==> src/hw/vbc_params.svh <==
`ifndef VBC_PARAMS_SVH
`define VBC_PARAMS_SVH
// ========================================
// register map (byte addresses, low 20 bits)
`define VBC_ADDR_W 20
`define VBC_OFF_CMD 20'hD800E
`define VBC_OFF_ADDR 20'hD8010
`define VBC_OFF_AM 20'hD8014
`define VBC_OFF_MASK 20'hD8018
// ========================================
// command/status fields
`define VBC_BIT_CAP_EN 2
`define VBC_BIT_TMR_EN 3
`define VBC_BIT_SEL_LO 4
`define VBC_BIT_SEL_HI 5
`define VBC_BIT_IRQ_EN 6
`define VBC_BIT_FLAG 7
`define VBC_CMD_RESET 8'h00
`define VBC_MASK_RESET 1'b1
`define VBC_AM_W 6
// ========================================
// timeout periods in ns, converted to cycles of a 10 ns pci clock
`define VBC_T0_NS 16000
`define VBC_T1_NS 64000
`define VBC_T2_NS 256000
`define VBC_T3_NS 1000000
`define VBC_CLK_NS 10
`endif

==> src/hw/vbc_pkg.sv <==
package vbc_pkg;
	typedef enum logic [1:0] {VBC_IDLE, VBC_WAIT, VBC_DONE} vbc_state_e;
	typedef struct packed {
		vbc_state_e state;
		logic [7:0] cmd;
		logic [31:0] cap_addr;
		logic [5:0] cap_am;
		logic [31:0] rdata;
		logic [19:0] cnt;
		logic berr_drv;
		logic irq;
		logic mask;
		logic [2:0] ds_sync;
		logic [2:0] ack_sync;
		logic [2:0] berr_sync;
		logic ds_q;
		logic ack_q;
		logic berr_q;
	} vbc_state_s;
endpackage

==> src/hw/vbc_berr_capture.sv <==
`timescale 1ns/1ns
`include "vbc_params.svh"
// Contract
// - the auxiliary timeout timer runs only while command bit 3 is set.
// - bits 5 and 4 of the command register select one of four periods, bit 5 high.
// - periods count pci clocks, roughly 16, 64, 256 us and 1 ms at the 10 ns clock the defaults assume.
// - capture works only while command bit 2 is set.
// - address and modifier of a board-mastered transfer ended by berr are latched.
// - captured address reads at 0xD8010, modifier in bits 5..0 at 0xD8014.
// - a captured berr sets the error flag at command bit 7.
// - while the flag is set the captured values stay frozen.
// - writing one to the flag clears it, writing zero leaves it.
// - with bit 6, capture and the mask bit at 0xD8018 enabled a captured berr raises the interrupt.
// - the interrupt stays until the flag, bit 6, bit 2 or the mask bit is cleared, and drops with it.
// - control and status bits live in one byte register at 0xD800E, except the interrupt mask bit at 0xD8018.
module vbc_berr_capture
	import vbc_pkg::*;
#(
	parameter int unsigned T0_CYC = (`VBC_T0_NS + `VBC_CLK_NS - 1) / `VBC_CLK_NS,
	parameter int unsigned T1_CYC = (`VBC_T1_NS + `VBC_CLK_NS - 1) / `VBC_CLK_NS,
	parameter int unsigned T2_CYC = (`VBC_T2_NS + `VBC_CLK_NS - 1) / `VBC_CLK_NS,
	parameter int unsigned T3_CYC = (`VBC_T3_NS + `VBC_CLK_NS - 1) / `VBC_CLK_NS
)
(
	input wire logic ref_clk_in,
	input wire logic resetn_in,
	input wire logic [19:0] addr_in,
	input wire logic [31:0] wdata_in,
	input wire logic wr_in,
	input wire logic rd_in,
	output logic [31:0] rdata_out,
	output logic irq_out,
	input wire logic master_in,
	input wire logic ds_in,
	input wire logic dtack_in,
	input wire logic berr_in,
	input wire logic [31:0] vme_addr_in,
	input wire logic [5:0] vme_am_in,
	output logic berr_drv_out
);
	import vbc_pkg::*;

	vbc_state_s cur_reg, cur_next;

	// ========================================
	// period decode
	function automatic logic [19:0] period_cycles(input logic [1:0] sel);
		logic [19:0] p;
		p = 20'h00000;
		case (sel)
			2'h0: p = T0_CYC[19:0];
			2'h1: p = T1_CYC[19:0];
			2'h2: p = T2_CYC[19:0];
			default: p = T3_CYC[19:0];
		endcase
		return p;
	endfunction

	// agreed level once stages two and three match
	function automatic logic agreed(input logic [2:0] s, input logic prev);
		logic r;
		r = prev;
		if (s[2] == s[1])
			r = s[1];
		return r;
	endfunction

	// register address match, shared by write and read decode
	function automatic logic hit(input logic [19:0] a, input logic [19:0] off);
		logic r;
		r = (a == off);
		return r;
	endfunction

	logic [1:0] sel;
	logic set_flag;
	logic clr_flag;
	logic expire;
	logic berr_rise;
	logic wr_cmd;
	logic wr_mask;
	assign sel = {cur_reg.cmd[`VBC_BIT_SEL_HI], cur_reg.cmd[`VBC_BIT_SEL_LO]};
	// bus strobes come from the same clock, so they are decoded without synchronisers
	assign wr_cmd = wr_in && hit(addr_in, `VBC_OFF_CMD);
	assign wr_mask = wr_in && hit(addr_in, `VBC_OFF_MASK);

	// ========================================
	// next state
	always_comb
	begin
		cur_next = cur_reg;
		// three-stage synchronisers for the asynchronous bus levels
		cur_next.ds_sync = {cur_reg.ds_sync[1:0], ds_in};
		cur_next.ack_sync = {cur_reg.ack_sync[1:0], dtack_in};
		cur_next.berr_sync = {cur_reg.berr_sync[1:0], berr_in};
		cur_next.ds_q = agreed(cur_reg.ds_sync, cur_reg.ds_q);
		cur_next.ack_q = agreed(cur_reg.ack_sync, cur_reg.ack_q);
		cur_next.berr_q = agreed(cur_reg.berr_sync, cur_reg.berr_q);
		// edge of the agreed level, so a long berr captures only once
		berr_rise = cur_next.berr_q && !cur_reg.berr_q;
		cur_next.rdata = 32'h00000000;
		expire = 1'b0;
		// timer: idle -> counting on own strobe -> waits for strobe release
		case (cur_reg.state)
			VBC_IDLE:
			begin
				cur_next.cnt = 20'h00000;
				cur_next.berr_drv = 1'b0;
				if (cur_reg.cmd[`VBC_BIT_TMR_EN] && master_in && cur_reg.ds_q)
					cur_next.state = VBC_WAIT;
			end
			VBC_WAIT:
			begin
				cur_next.cnt = cur_reg.cnt + 20'h00001;
				if (!cur_reg.cmd[`VBC_BIT_TMR_EN] || !cur_reg.ds_q || cur_reg.ack_q
					|| cur_reg.berr_q)
					cur_next.state = VBC_IDLE;
				else if (cur_reg.cnt + 20'h00001 >= period_cycles(sel))
				begin
					expire = 1'b1;
					cur_next.berr_drv = 1'b1;
					cur_next.state = VBC_DONE;
				end
			end
			default:
			begin
				// hold berr until the strobe is withdrawn
				if (!cur_reg.ds_q)
				begin
					cur_next.berr_drv = 1'b0;
					cur_next.state = VBC_IDLE;
				end
			end
		endcase
		// capture on external or own berr; frozen while flag set
		// limitation: master_in is taken when the synchronised edge arrives, some
		// cycles after the pin moved, so the board must keep it until then
		set_flag = cur_reg.cmd[`VBC_BIT_CAP_EN] && master_in
			&& (berr_rise || expire);
		clr_flag = wr_cmd && wdata_in[`VBC_BIT_FLAG];
		if (set_flag && !cur_reg.cmd[`VBC_BIT_FLAG])
		begin
			cur_next.cap_addr = vme_addr_in;
			cur_next.cap_am = vme_am_in;
		end
		// register writes; set beats clear in the same cycle so no event is lost
		if (wr_cmd)
			cur_next.cmd[`VBC_BIT_FLAG - 1:0] = wdata_in[`VBC_BIT_FLAG - 1:0];
		else if (wr_mask)
			cur_next.mask = wdata_in[0];
		if (set_flag)
			cur_next.cmd[`VBC_BIT_FLAG] = 1'b1;
		else if (clr_flag)
			cur_next.cmd[`VBC_BIT_FLAG] = 1'b0;
		// reads, data valid the cycle after and zero otherwise
		if (rd_in)
		begin
			if (hit(addr_in, `VBC_OFF_CMD))
				cur_next.rdata = {24'h000000, cur_reg.cmd};
			else if (hit(addr_in, `VBC_OFF_ADDR))
				cur_next.rdata = cur_reg.cap_addr;
			else if (hit(addr_in, `VBC_OFF_AM))
				cur_next.rdata = {26'h0000000, cur_reg.cap_am};
			else if (hit(addr_in, `VBC_OFF_MASK))
				cur_next.rdata = {31'h00000000, cur_reg.mask};
			else
				cur_next.rdata = 32'h00000000;
		end
		// irq follows the flag, gated by enable and mask
		cur_next.irq = cur_next.cmd[`VBC_BIT_FLAG] && cur_next.cmd[`VBC_BIT_IRQ_EN]
			&& cur_next.cmd[`VBC_BIT_CAP_EN] && cur_next.mask;
	end

	// ========================================
	// state register
	always_ff @(posedge ref_clk_in or negedge resetn_in)
	begin
		if (!resetn_in)
		begin
			cur_reg <= '0;
			cur_reg.mask <= `VBC_MASK_RESET;
			cur_reg.state <= VBC_IDLE;
		end
		else
			cur_reg <= cur_next;
	end

	assign rdata_out = cur_reg.rdata;
	assign irq_out = cur_reg.irq;
	assign berr_drv_out = cur_reg.berr_drv;

	// ========================================
	// checks: error flag

	// a capture event always leaves the flag set
	flag_sets_a: assert property (@(posedge ref_clk_in) disable iff (!resetn_in)
		set_flag |=> cur_reg.cmd[`VBC_BIT_FLAG])
		else $error("flag not set by capture");

	// a one written to the flag clears it when no event competes
	flag_clears_a: assert property (@(posedge ref_clk_in) disable iff (!resetn_in)
		clr_flag && !set_flag |=> !cur_reg.cmd[`VBC_BIT_FLAG])
		else $error("flag not cleared by one");

	// a zero written back leaves a set flag alone
	zero_keeps_a: assert property (@(posedge ref_clk_in) disable iff (!resetn_in)
		cur_reg.cmd[`VBC_BIT_FLAG] && !clr_flag |=> cur_reg.cmd[`VBC_BIT_FLAG])
		else $error("flag lost without clear");

	// the event wins over a clear in the same cycle
	set_wins_a: assert property (@(posedge ref_clk_in) disable iff (!resetn_in)
		set_flag && clr_flag |=> cur_reg.cmd[`VBC_BIT_FLAG])
		else $error("clear beat a capture");

	// ========================================
	// checks: capture

	// the captured address does not move while the flag is up
	frozen_a: assert property (@(posedge ref_clk_in) disable iff (!resetn_in)
		cur_reg.cmd[`VBC_BIT_FLAG] |=> $stable(cur_reg.cap_addr))
		else $error("capture changed while frozen");

	// the captured modifier is frozen the same way
	frozen_am_a: assert property (@(posedge ref_clk_in) disable iff (!resetn_in)
		cur_reg.cmd[`VBC_BIT_FLAG] |=> $stable(cur_reg.cap_am))
		else $error("modifier changed while frozen");

	// a first event latches the bus address and modifier of that cycle
	cap_latch_a: assert property (@(posedge ref_clk_in) disable iff (!resetn_in)
		set_flag && !cur_reg.cmd[`VBC_BIT_FLAG] |=> cur_reg.cap_addr == $past(vme_addr_in)
		&& cur_reg.cap_am == $past(vme_am_in))
		else $error("capture did not latch");

	// nothing is captured while the logic is disabled
	no_cap_off_a: assert property (@(posedge ref_clk_in) disable iff (!resetn_in)
		!cur_reg.cmd[`VBC_BIT_CAP_EN] |-> !set_flag)
		else $error("capture while disabled");

	// transfers mastered by another board are ignored
	no_master_a: assert property (@(posedge ref_clk_in) disable iff (!resetn_in)
		!master_in |-> !set_flag)
		else $error("capture without mastership");

	// ========================================
	// checks: interrupt

	// the interrupt needs the flag and its enable
	irq_follows_a: assert property (@(posedge ref_clk_in) disable iff (!resetn_in)
		irq_out |-> cur_reg.cmd[`VBC_BIT_FLAG] && cur_reg.cmd[`VBC_BIT_IRQ_EN])
		else $error("irq without flag");

	// all gates open means the interrupt is up
	irq_raise_a: assert property (@(posedge ref_clk_in) disable iff (!resetn_in)
		cur_reg.cmd[`VBC_BIT_FLAG] && cur_reg.cmd[`VBC_BIT_IRQ_EN]
		&& cur_reg.cmd[`VBC_BIT_CAP_EN] && cur_reg.mask |-> irq_out)
		else $error("irq missing");

	// capture disabled keeps the interrupt quiet
	irq_needs_cap_a: assert property (@(posedge ref_clk_in) disable iff (!resetn_in)
		!cur_reg.cmd[`VBC_BIT_CAP_EN] |-> !irq_out)
		else $error("irq while capture off");

	// the extra mask bit gates the line
	irq_masked_a: assert property (@(posedge ref_clk_in) disable iff (!resetn_in)
		!cur_reg.mask |-> !irq_out)
		else $error("irq while masked");

	// clearing the flag drops the line in the same cycle
	irq_drops_a: assert property (@(posedge ref_clk_in) disable iff (!resetn_in)
		$fell(cur_reg.cmd[`VBC_BIT_FLAG]) |-> !irq_out)
		else $error("irq held after clear");

	// ========================================
	// checks: timeout timer

	// a disabled timer never starts
	timer_off_a: assert property (@(posedge ref_clk_in) disable iff (!resetn_in)
		!cur_reg.cmd[`VBC_BIT_TMR_EN] |=> cur_reg.state != VBC_WAIT
		|| $past(cur_reg.state) != VBC_IDLE)
		else $error("timer started while off");

	// turning the timer off abandons a running count
	timer_stop_a: assert property (@(posedge ref_clk_in) disable iff (!resetn_in)
		cur_reg.state == VBC_WAIT && !cur_reg.cmd[`VBC_BIT_TMR_EN] |=> cur_reg.state == VBC_IDLE)
		else $error("timer ran while off");

	// an own strobe with the timer on starts the count
	wait_enter_a: assert property (@(posedge ref_clk_in) disable iff (!resetn_in)
		cur_reg.state == VBC_IDLE && cur_reg.cmd[`VBC_BIT_TMR_EN] && master_in
		&& cur_reg.ds_q |=> cur_reg.state == VBC_WAIT)
		else $error("timer did not start");

	// the count starts from zero
	idle_zero_a: assert property (@(posedge ref_clk_in) disable iff (!resetn_in)
		cur_reg.state == VBC_IDLE |=> cur_reg.cnt == 20'h00000)
		else $error("count not cleared");

	// the count steps by one pci clock while waiting
	count_step_a: assert property (@(posedge ref_clk_in) disable iff (!resetn_in)
		cur_reg.state == VBC_WAIT |=> cur_reg.state != VBC_WAIT
		|| cur_reg.cnt == $past(cur_reg.cnt) + 20'h00001)
		else $error("count skipped");

	// expiry comes at the selected period and drives berr next
	expiry_a: assert property (@(posedge ref_clk_in) disable iff (!resetn_in)
		expire |-> cur_reg.cnt + 20'h00001 >= period_cycles(sel) ##1 berr_drv_out)
		else $error("berr not driven on expiry");

	// an acknowledge ends the count without berr
	ack_stops_a: assert property (@(posedge ref_clk_in) disable iff (!resetn_in)
		cur_reg.state == VBC_WAIT && cur_reg.ack_q |=> cur_reg.state == VBC_IDLE
		&& !berr_drv_out)
		else $error("ack did not stop timer");

	// a berr from elsewhere also ends the count
	berr_stops_a: assert property (@(posedge ref_clk_in) disable iff (!resetn_in)
		cur_reg.state == VBC_WAIT && cur_reg.berr_q |=> cur_reg.state == VBC_IDLE)
		else $error("berr did not stop timer");

	// own berr stands while the strobe stays
	berr_hold_a: assert property (@(posedge ref_clk_in) disable iff (!resetn_in)
		cur_reg.state == VBC_DONE && cur_reg.ds_q |=> berr_drv_out)
		else $error("berr dropped early");

	// own berr is released with the strobe
	done_release_a: assert property (@(posedge ref_clk_in) disable iff (!resetn_in)
		cur_reg.state == VBC_DONE && !cur_reg.ds_q |=> cur_reg.state == VBC_IDLE
		&& !berr_drv_out)
		else $error("berr not released");

	// own berr only after an expiry
	berr_only_done_a: assert property (@(posedge ref_clk_in) disable iff (!resetn_in)
		berr_drv_out |-> cur_reg.state == VBC_DONE)
		else $error("berr outside timeout");

	// ========================================
	// checks: register port and strobe synchroniser

	// read data is zero outside the answer cycle
	rdata_idle_a: assert property (@(posedge ref_clk_in) disable iff (!resetn_in)
		!rd_in |=> rdata_out == 32'h00000000)
		else $error("read data outside answer");

	// command byte reads back in the low byte
	read_cmd_a: assert property (@(posedge ref_clk_in) disable iff (!resetn_in)
		rd_in && hit(addr_in, `VBC_OFF_CMD) |=> rdata_out == {24'h000000, $past(cur_reg.cmd)})
		else $error("command read wrong");

	// captured address reads as a whole longword
	read_addr_a: assert property (@(posedge ref_clk_in) disable iff (!resetn_in)
		rd_in && hit(addr_in, `VBC_OFF_ADDR) |=> rdata_out == $past(cur_reg.cap_addr))
		else $error("address read wrong");

	// modifier reads in the low six bits, the rest zero
	read_am_a: assert property (@(posedge ref_clk_in) disable iff (!resetn_in)
		rd_in && hit(addr_in, `VBC_OFF_AM) |=> rdata_out == {26'h0000000, $past(cur_reg.cap_am)})
		else $error("modifier read wrong");

	// control bits follow a command write
	cmd_write_a: assert property (@(posedge ref_clk_in) disable iff (!resetn_in)
		wr_cmd |=> cur_reg.cmd[`VBC_BIT_FLAG - 1:0] == $past(wdata_in[`VBC_BIT_FLAG - 1:0]))
		else $error("command write lost");

	// mask bit follows its write
	mask_write_a: assert property (@(posedge ref_clk_in) disable iff (!resetn_in)
		wr_mask |=> cur_reg.mask == $past(wdata_in[0]))
		else $error("mask write lost");

	// the strobe level moves only once two stages agree
	sync_agree_a: assert property (@(posedge ref_clk_in) disable iff (!resetn_in)
		cur_reg.ds_sync[2] == cur_reg.ds_sync[1] |=> cur_reg.ds_q == $past(cur_reg.ds_sync[1]))
		else $error("strobe sync wrong");
endmodule

==> config.mk <==
export PLATFORM = sky130hd
export DESIGN_NAME = vbc_berr_capture
export DESIGN_NICKNAME = d
export VERILOG_FILES = /design/src/hw/vbc_pkg.sv /design/src/hw/vbc_berr_capture.sv
export VERILOG_INCLUDE_DIRS = /design/src /design/src/hw
export SDC_FILE = /design/constraint.sdc
export NUM_CORES = 1
export LEC_CHECK = 0
export BUFFER_PORTS_ARGS = -buffer_cell sky130_fd_sc_hd__buf_2
export CAP_MARGIN = 20
export CORE_UTILIZATION = 58
export DETAILED_ROUTE_END_ITERATION = 16
export PLACE_DENSITY = 0.85
export SLEW_MARGIN = 20
export SYNTH_ARGS = -nofsm -noshare
export SYNTH_HDL_FRONTEND = slang
export SYNTH_SLANG_ARGS = --single-unit
==> constraint.sdc <==
create_clock -name ref_clk_in -period 6.6 [get_ports ref_clk_in]
set_clock_uncertainty 0.2 [all_clocks]
set_input_delay 0.66 -clock ref_clk_in [delete_from_list [all_inputs] [get_ports ref_clk_in]]
set_output_delay 0.66 -clock ref_clk_in [all_outputs]
set_load 0.02 [all_outputs]
After elaboration in Yosys (flattened, before gate mapping)
Index checks and enable logic that the tools add are counted.
- register bits: 115
- input port bits: 98
- output and inout bits: 34
- logic and storage cells: 85
- $add $sub $neg: 1
- magnitude comparators: 1
- equality and inequality tests: 15
- muxes and demuxes: 27
- reduce and logical (&&, ||, !) cells: 25
- operators by type and width (cell ; count):
    $mux 32 ; 3
    $eq 20x20->1 const B ; 4
    $pmux 17 s3 ; 1
    $mux 20 ; 2
    $pmux 20 s2 ; 1
    $add 20x1->20 const B ; 1
    $ge 20x20->1 ; 1
    $logic_and 1x1->1 ; 12
    $mux 1 ; 12
    $mux 2 ; 4
    $mux 7 ; 1
    $mux 6 ; 1
    $ne 2x2->1 const B ; 3
    $reduce_and 3->1 ; 2
    $eq 2x1->1 const B ; 2
    $logic_not 1->1 ; 4
    $logic_not 2->1 ; 2
    $logic_or 1x1->1 ; 4
    $pmux 2 s2 ; 1
    $eq 1x1->1 ; 3
    $ne 3x1->1 const B ; 1
    $ne 3x3->1 const B ; 1
    $eq 2x2->1 const B ; 1
    $pmux 1 s2 ; 1
    $reduce_bool 2->1 ; 1

Depth between registers and ports, before layout
- depth after elaboration: 16
- gate-level depth with buffers: 16
- gate-level depth less buffers: 13

Least setup slack after synthesis
Ideal clock, no wire load.
- path type: reg2reg
- start: register cur_reg[15] (netlist bit)
- end: register cur_reg[102] (netlist bit)
- setup time: 0.127 ns
- data arrival time: 3.246 ns
- data required time: 6.273 ns
- setup slack: 3.026 ns
- cell stages (with the launch flop): 16
- buffers on the path: 3
- clock period less this slack: 3.574 ns
- cell sequence: dfrtp_1 > ha_1 > and3_1 > buf_2 > nand2_1 > nor3_1 > and3_1 > xor2_1 > ha_1 > nand2b_1 > a2111oi_4 > nor3b_2 > o31ai_4 > buf_6 > buf_12 > mux2_1
- word-level cells in the longest chain between the ends: 8
- ends and longest elaborated chain (element ; line ; RTL):
    start: declaration ; vbc_berr_capture.sv:43 ; vbc_state_s cur_reg, cur_next;
    start signal: assignment ; vbc_berr_capture.sv:185 ; cur_reg <= cur_next;
    $add 20x1->20 ; vbc_berr_capture.sv:118 ; else if (cur_reg.cnt + 20'h00001 >= period_cycles(sel))
    $ge 20x20->1 ; vbc_berr_capture.sv:118 ;
    $mux 1 ; vbc_berr_capture.sv:118 ;
    $mux 1 ; vbc_berr_capture.sv:115 ; if (!cur_reg.cmd[`VBC_BIT_TMR_EN] || !cur_reg.ds_q || cur_reg.ack_q
    $mux 1 ; vbc_berr_capture.sv:104 ; case (cur_reg.state)
    $logic_or 1x1->1 ; vbc_berr_capture.sv:139 ; && (berr_rise || expire);
    $logic_and 1x1->1 ; vbc_berr_capture.sv:138 ; set_flag = cur_reg.cmd[`VBC_BIT_CAP_EN] && master_in
    $logic_and 1x1->1 ; vbc_berr_capture.sv:141 ; if (set_flag && !cur_reg.cmd[`VBC_BIT_FLAG])
Every way passes these cells.
A chain may end at the register's enable or synchronous reset.

Worst setup path in the final report
- start: register cur_reg[15] (netlist bit)
- end: register cur_reg[82] (netlist bit)
Same word-level chain as after synthesis.

==> qor.txt <==
Grt ovf - 0
FF+latch count, synth - 115
Root buffer cell - clkbuf_8
Critical Path RT - 6.80 ns
Post-synth EDFFs - 0
Diode count - 0
# clock sinks - 115
Routed len/inst - 17.64 um
Vias per cell - 5.761
Clock buffer depth - 2
Type of origin of the critical path - flop
H-tree levels - 4
Max_cap viols - 0
Leak pwr - 3.396 nW
Vias in the first global route - 4042
First-pass GRT wire length - 19.21 mm
Simple-Gate Fraction of Synth Area - 0.1352
Pwr dens - 263.2 mW/mm2
Largest net degree at the start of global routing - 77
Status - completed
DP HPWL - 7.621 mm
Ports - 132
Die width - 99.37 um
Non-Filler Instances - 673
CTS Buf Count - 17
Netlist cell types - 50
Hold Crit Class - in2reg
Gr usage total - 0.2556
Core Area - 0.009196 mm2
Sequential area share after synthesis - 0.5235
Syn_nets - 588
GPL Wtd Cong - 0.8904
Via Count - 3877
Final Max Tran Viols - 0
Nets - 664
Commonest cells after routing, fill and taps aside - dfrtp_1, buf_2, nand2_1
CTS tree - done
Fin crit share - 0.6607
Main combinational cell family by area after synthesis - simple AND/OR/NAND/NOR gates
Number of iterations in the first detailed-routing pass - 5
Die ar. - 0.009874 mm2
Critical path class - reg2reg
Max-slew headroom - 0.2634
Fraction of layout cells with a size suffix above 1 - 0.3327
Post-Synth XOR/XNOR Area - 0.01911
ANT nets after route - 0
Cells resized by post-CTS repair - 0
Worst-Margin Slew - 1.105 ns
DP Cell Count - 640
RSZ-0062 raised after global routing - false
Commonest non-fill, non-tap cell in the layout - dfrtp_1
CP arrival - 4.56 ns
Max Clk Rate - 229.3 MHz
Die H - 99.37 um
Dpl ws - 2.320 ns
VDD IR max - 198.8 uV
Setup slack after layout - 2.239 ns
Clock latency on the worst-skew pair - 0.51 ns
Final setup viols - 0
Endpoints failing hold - 0
Syn_area_per_cell - 11.63 um2
Port Buffers - 107
Initial antenna violation count - 0
Rows - 35
Post-Synth Adder-Cell Area - 0.04232
Routed WL - 11.87 mm
Syn-to-layout area delta - 17.52%
Cells after synthesis - 473
Crit-path max FO - 36
Synth Area in Compound Gates - 0.08055
Min Hold Slack - 0.04917 ns
Initial Utilization - 0.5980
Drt initial violations - 267
Setup_tns - 0 ns
Mux cell area share after synthesis - 0.1235
Reg clk slew, reported paths - 0.06 ns
Most used flip-flop cell after synthesis - dfrtp_1
Largest register FFs - 75
Post-route minimum period - 4.361 ns
Kind of end point of the critical path - flop
Post-synth ARST share - 1.000
Post-Syn Area - 0.005499 mm2
Ys Warns - 0
Remaining DRCs - 0
[final cells by class]
type	instances	area (um2)
well taps	111	138.9
inverters	10	37.54
fillers	633	2734
clock inverters	12	180.2
flip-flops and latches	115	2879
multi-input cells	292	2216
clock buffers	20	425.4
repair buffers	113	585.6
[logic make-up (layout without fill, tap and decap cells)]
family	count (synthesis)	in the layout
simple gates	143	143
flops	115	115
buf+inv	66	155
compound gates	62	62
mux	56	56
fa+ha+maj	19	19
xor+xnor	12	12
[power by group]
group	leakage, nW	switching [W]	internal [W]
clock	0.290	0.000327	0.000615
sequential	1.58	0.00000305	0.000710
combinational	1.53	0.0000266	0.0000192
[repair_timing]
item,CTS,global route
buffers inserted,0,0
endpoints found under the hold margin,38,0
hold buffers,1,0
[metrics by stage]
stage	total power, W	util	instance area [um2]
floorplan	0.0007312	-	5499
global placement	0.0007691	0.6358	5847
detailed placement	0.0007716	0.6358	5847
CTS	0.001711	0.7027	6462
global route	0.001748	0.7027	6462
finish	0.001701	0.7027	6462
[synthesized netlist by cell type (3+ instances only)]
cell / instances / area, um2
a21oi_1: 12 / 60.06
a222oi_1: 5 / 50.05
a22o_1: 7 / 61.31
and3_1: 28 / 175.2
buf_2: 4 / 20.02
buf_4: 33 / 247.7
clkbuf_1: 15 / 56.30
dfrtp_1: 114 / 2853
ha_1: 17 / 212.7
inv_1: 10 / 37.54
mux2_1: 8 / 90.09
mux2_2: 23 / 259.0
mux2_4: 16 / 240.2
mux2i_1: 9 / 90.09
nand2_1: 37 / 138.9
nand2b_1: 4 / 25.02
nand3_1: 11 / 55.05
nand4_1: 6 / 37.54
nor2_1: 26 / 97.59
nor2b_1: 9 / 56.30
nor3_1: 3 / 15.01
nor4_1: 8 / 50.05
o21ai_0: 20 / 100.1
o31ai_1: 4 / 30.03
xnor2_1: 6 / 52.55
xor2_1: 6 / 52.55
[per-layer routing]
layer	vias to the layer above	wire, um	GRT usage
met5	-	0	0
met4	0	169	0.1075
met3	16	708	0.06465
met2	144	6273	0.4370
met1	1928	4722	0.3095
li1	1789	-	-
[path summary, 6_finish.rpt]
kind,to,slack (ns),startpoint,depth (start not counted)
setup / recovery,cur_reg[82],2.24,cur_reg[15],13
hold / removal,cur_next[4],0.05,berr_in,1
setup reg to reg,cur_reg[82],2.24,cur_reg[15],13
hold reg to reg,cur_next[5],0.15,cur_next[4],0
max in group asynchronous,cur_reg[69],4.42,resetn_in,3
min in group asynchronous,cur_reg[17],0.47,resetn_in,2
[worst max-delay path, cell delays in order (launching register included)]
cell and delay, ns:
dfrtp_1 0.42, ha_1 0.24, and3_1 0.38, nand2_1 0.17, nor3_1 0.42, and3_1 0.26, xor2_1 0.09, ha_1 0.22
nand2b_1 0.18, a2111oi_4 0.37, nor3b_2 0.11, o31ai_4 0.23, buf_4 0.52, mux2_2 0.40
(Power assumes the default switching activity.)
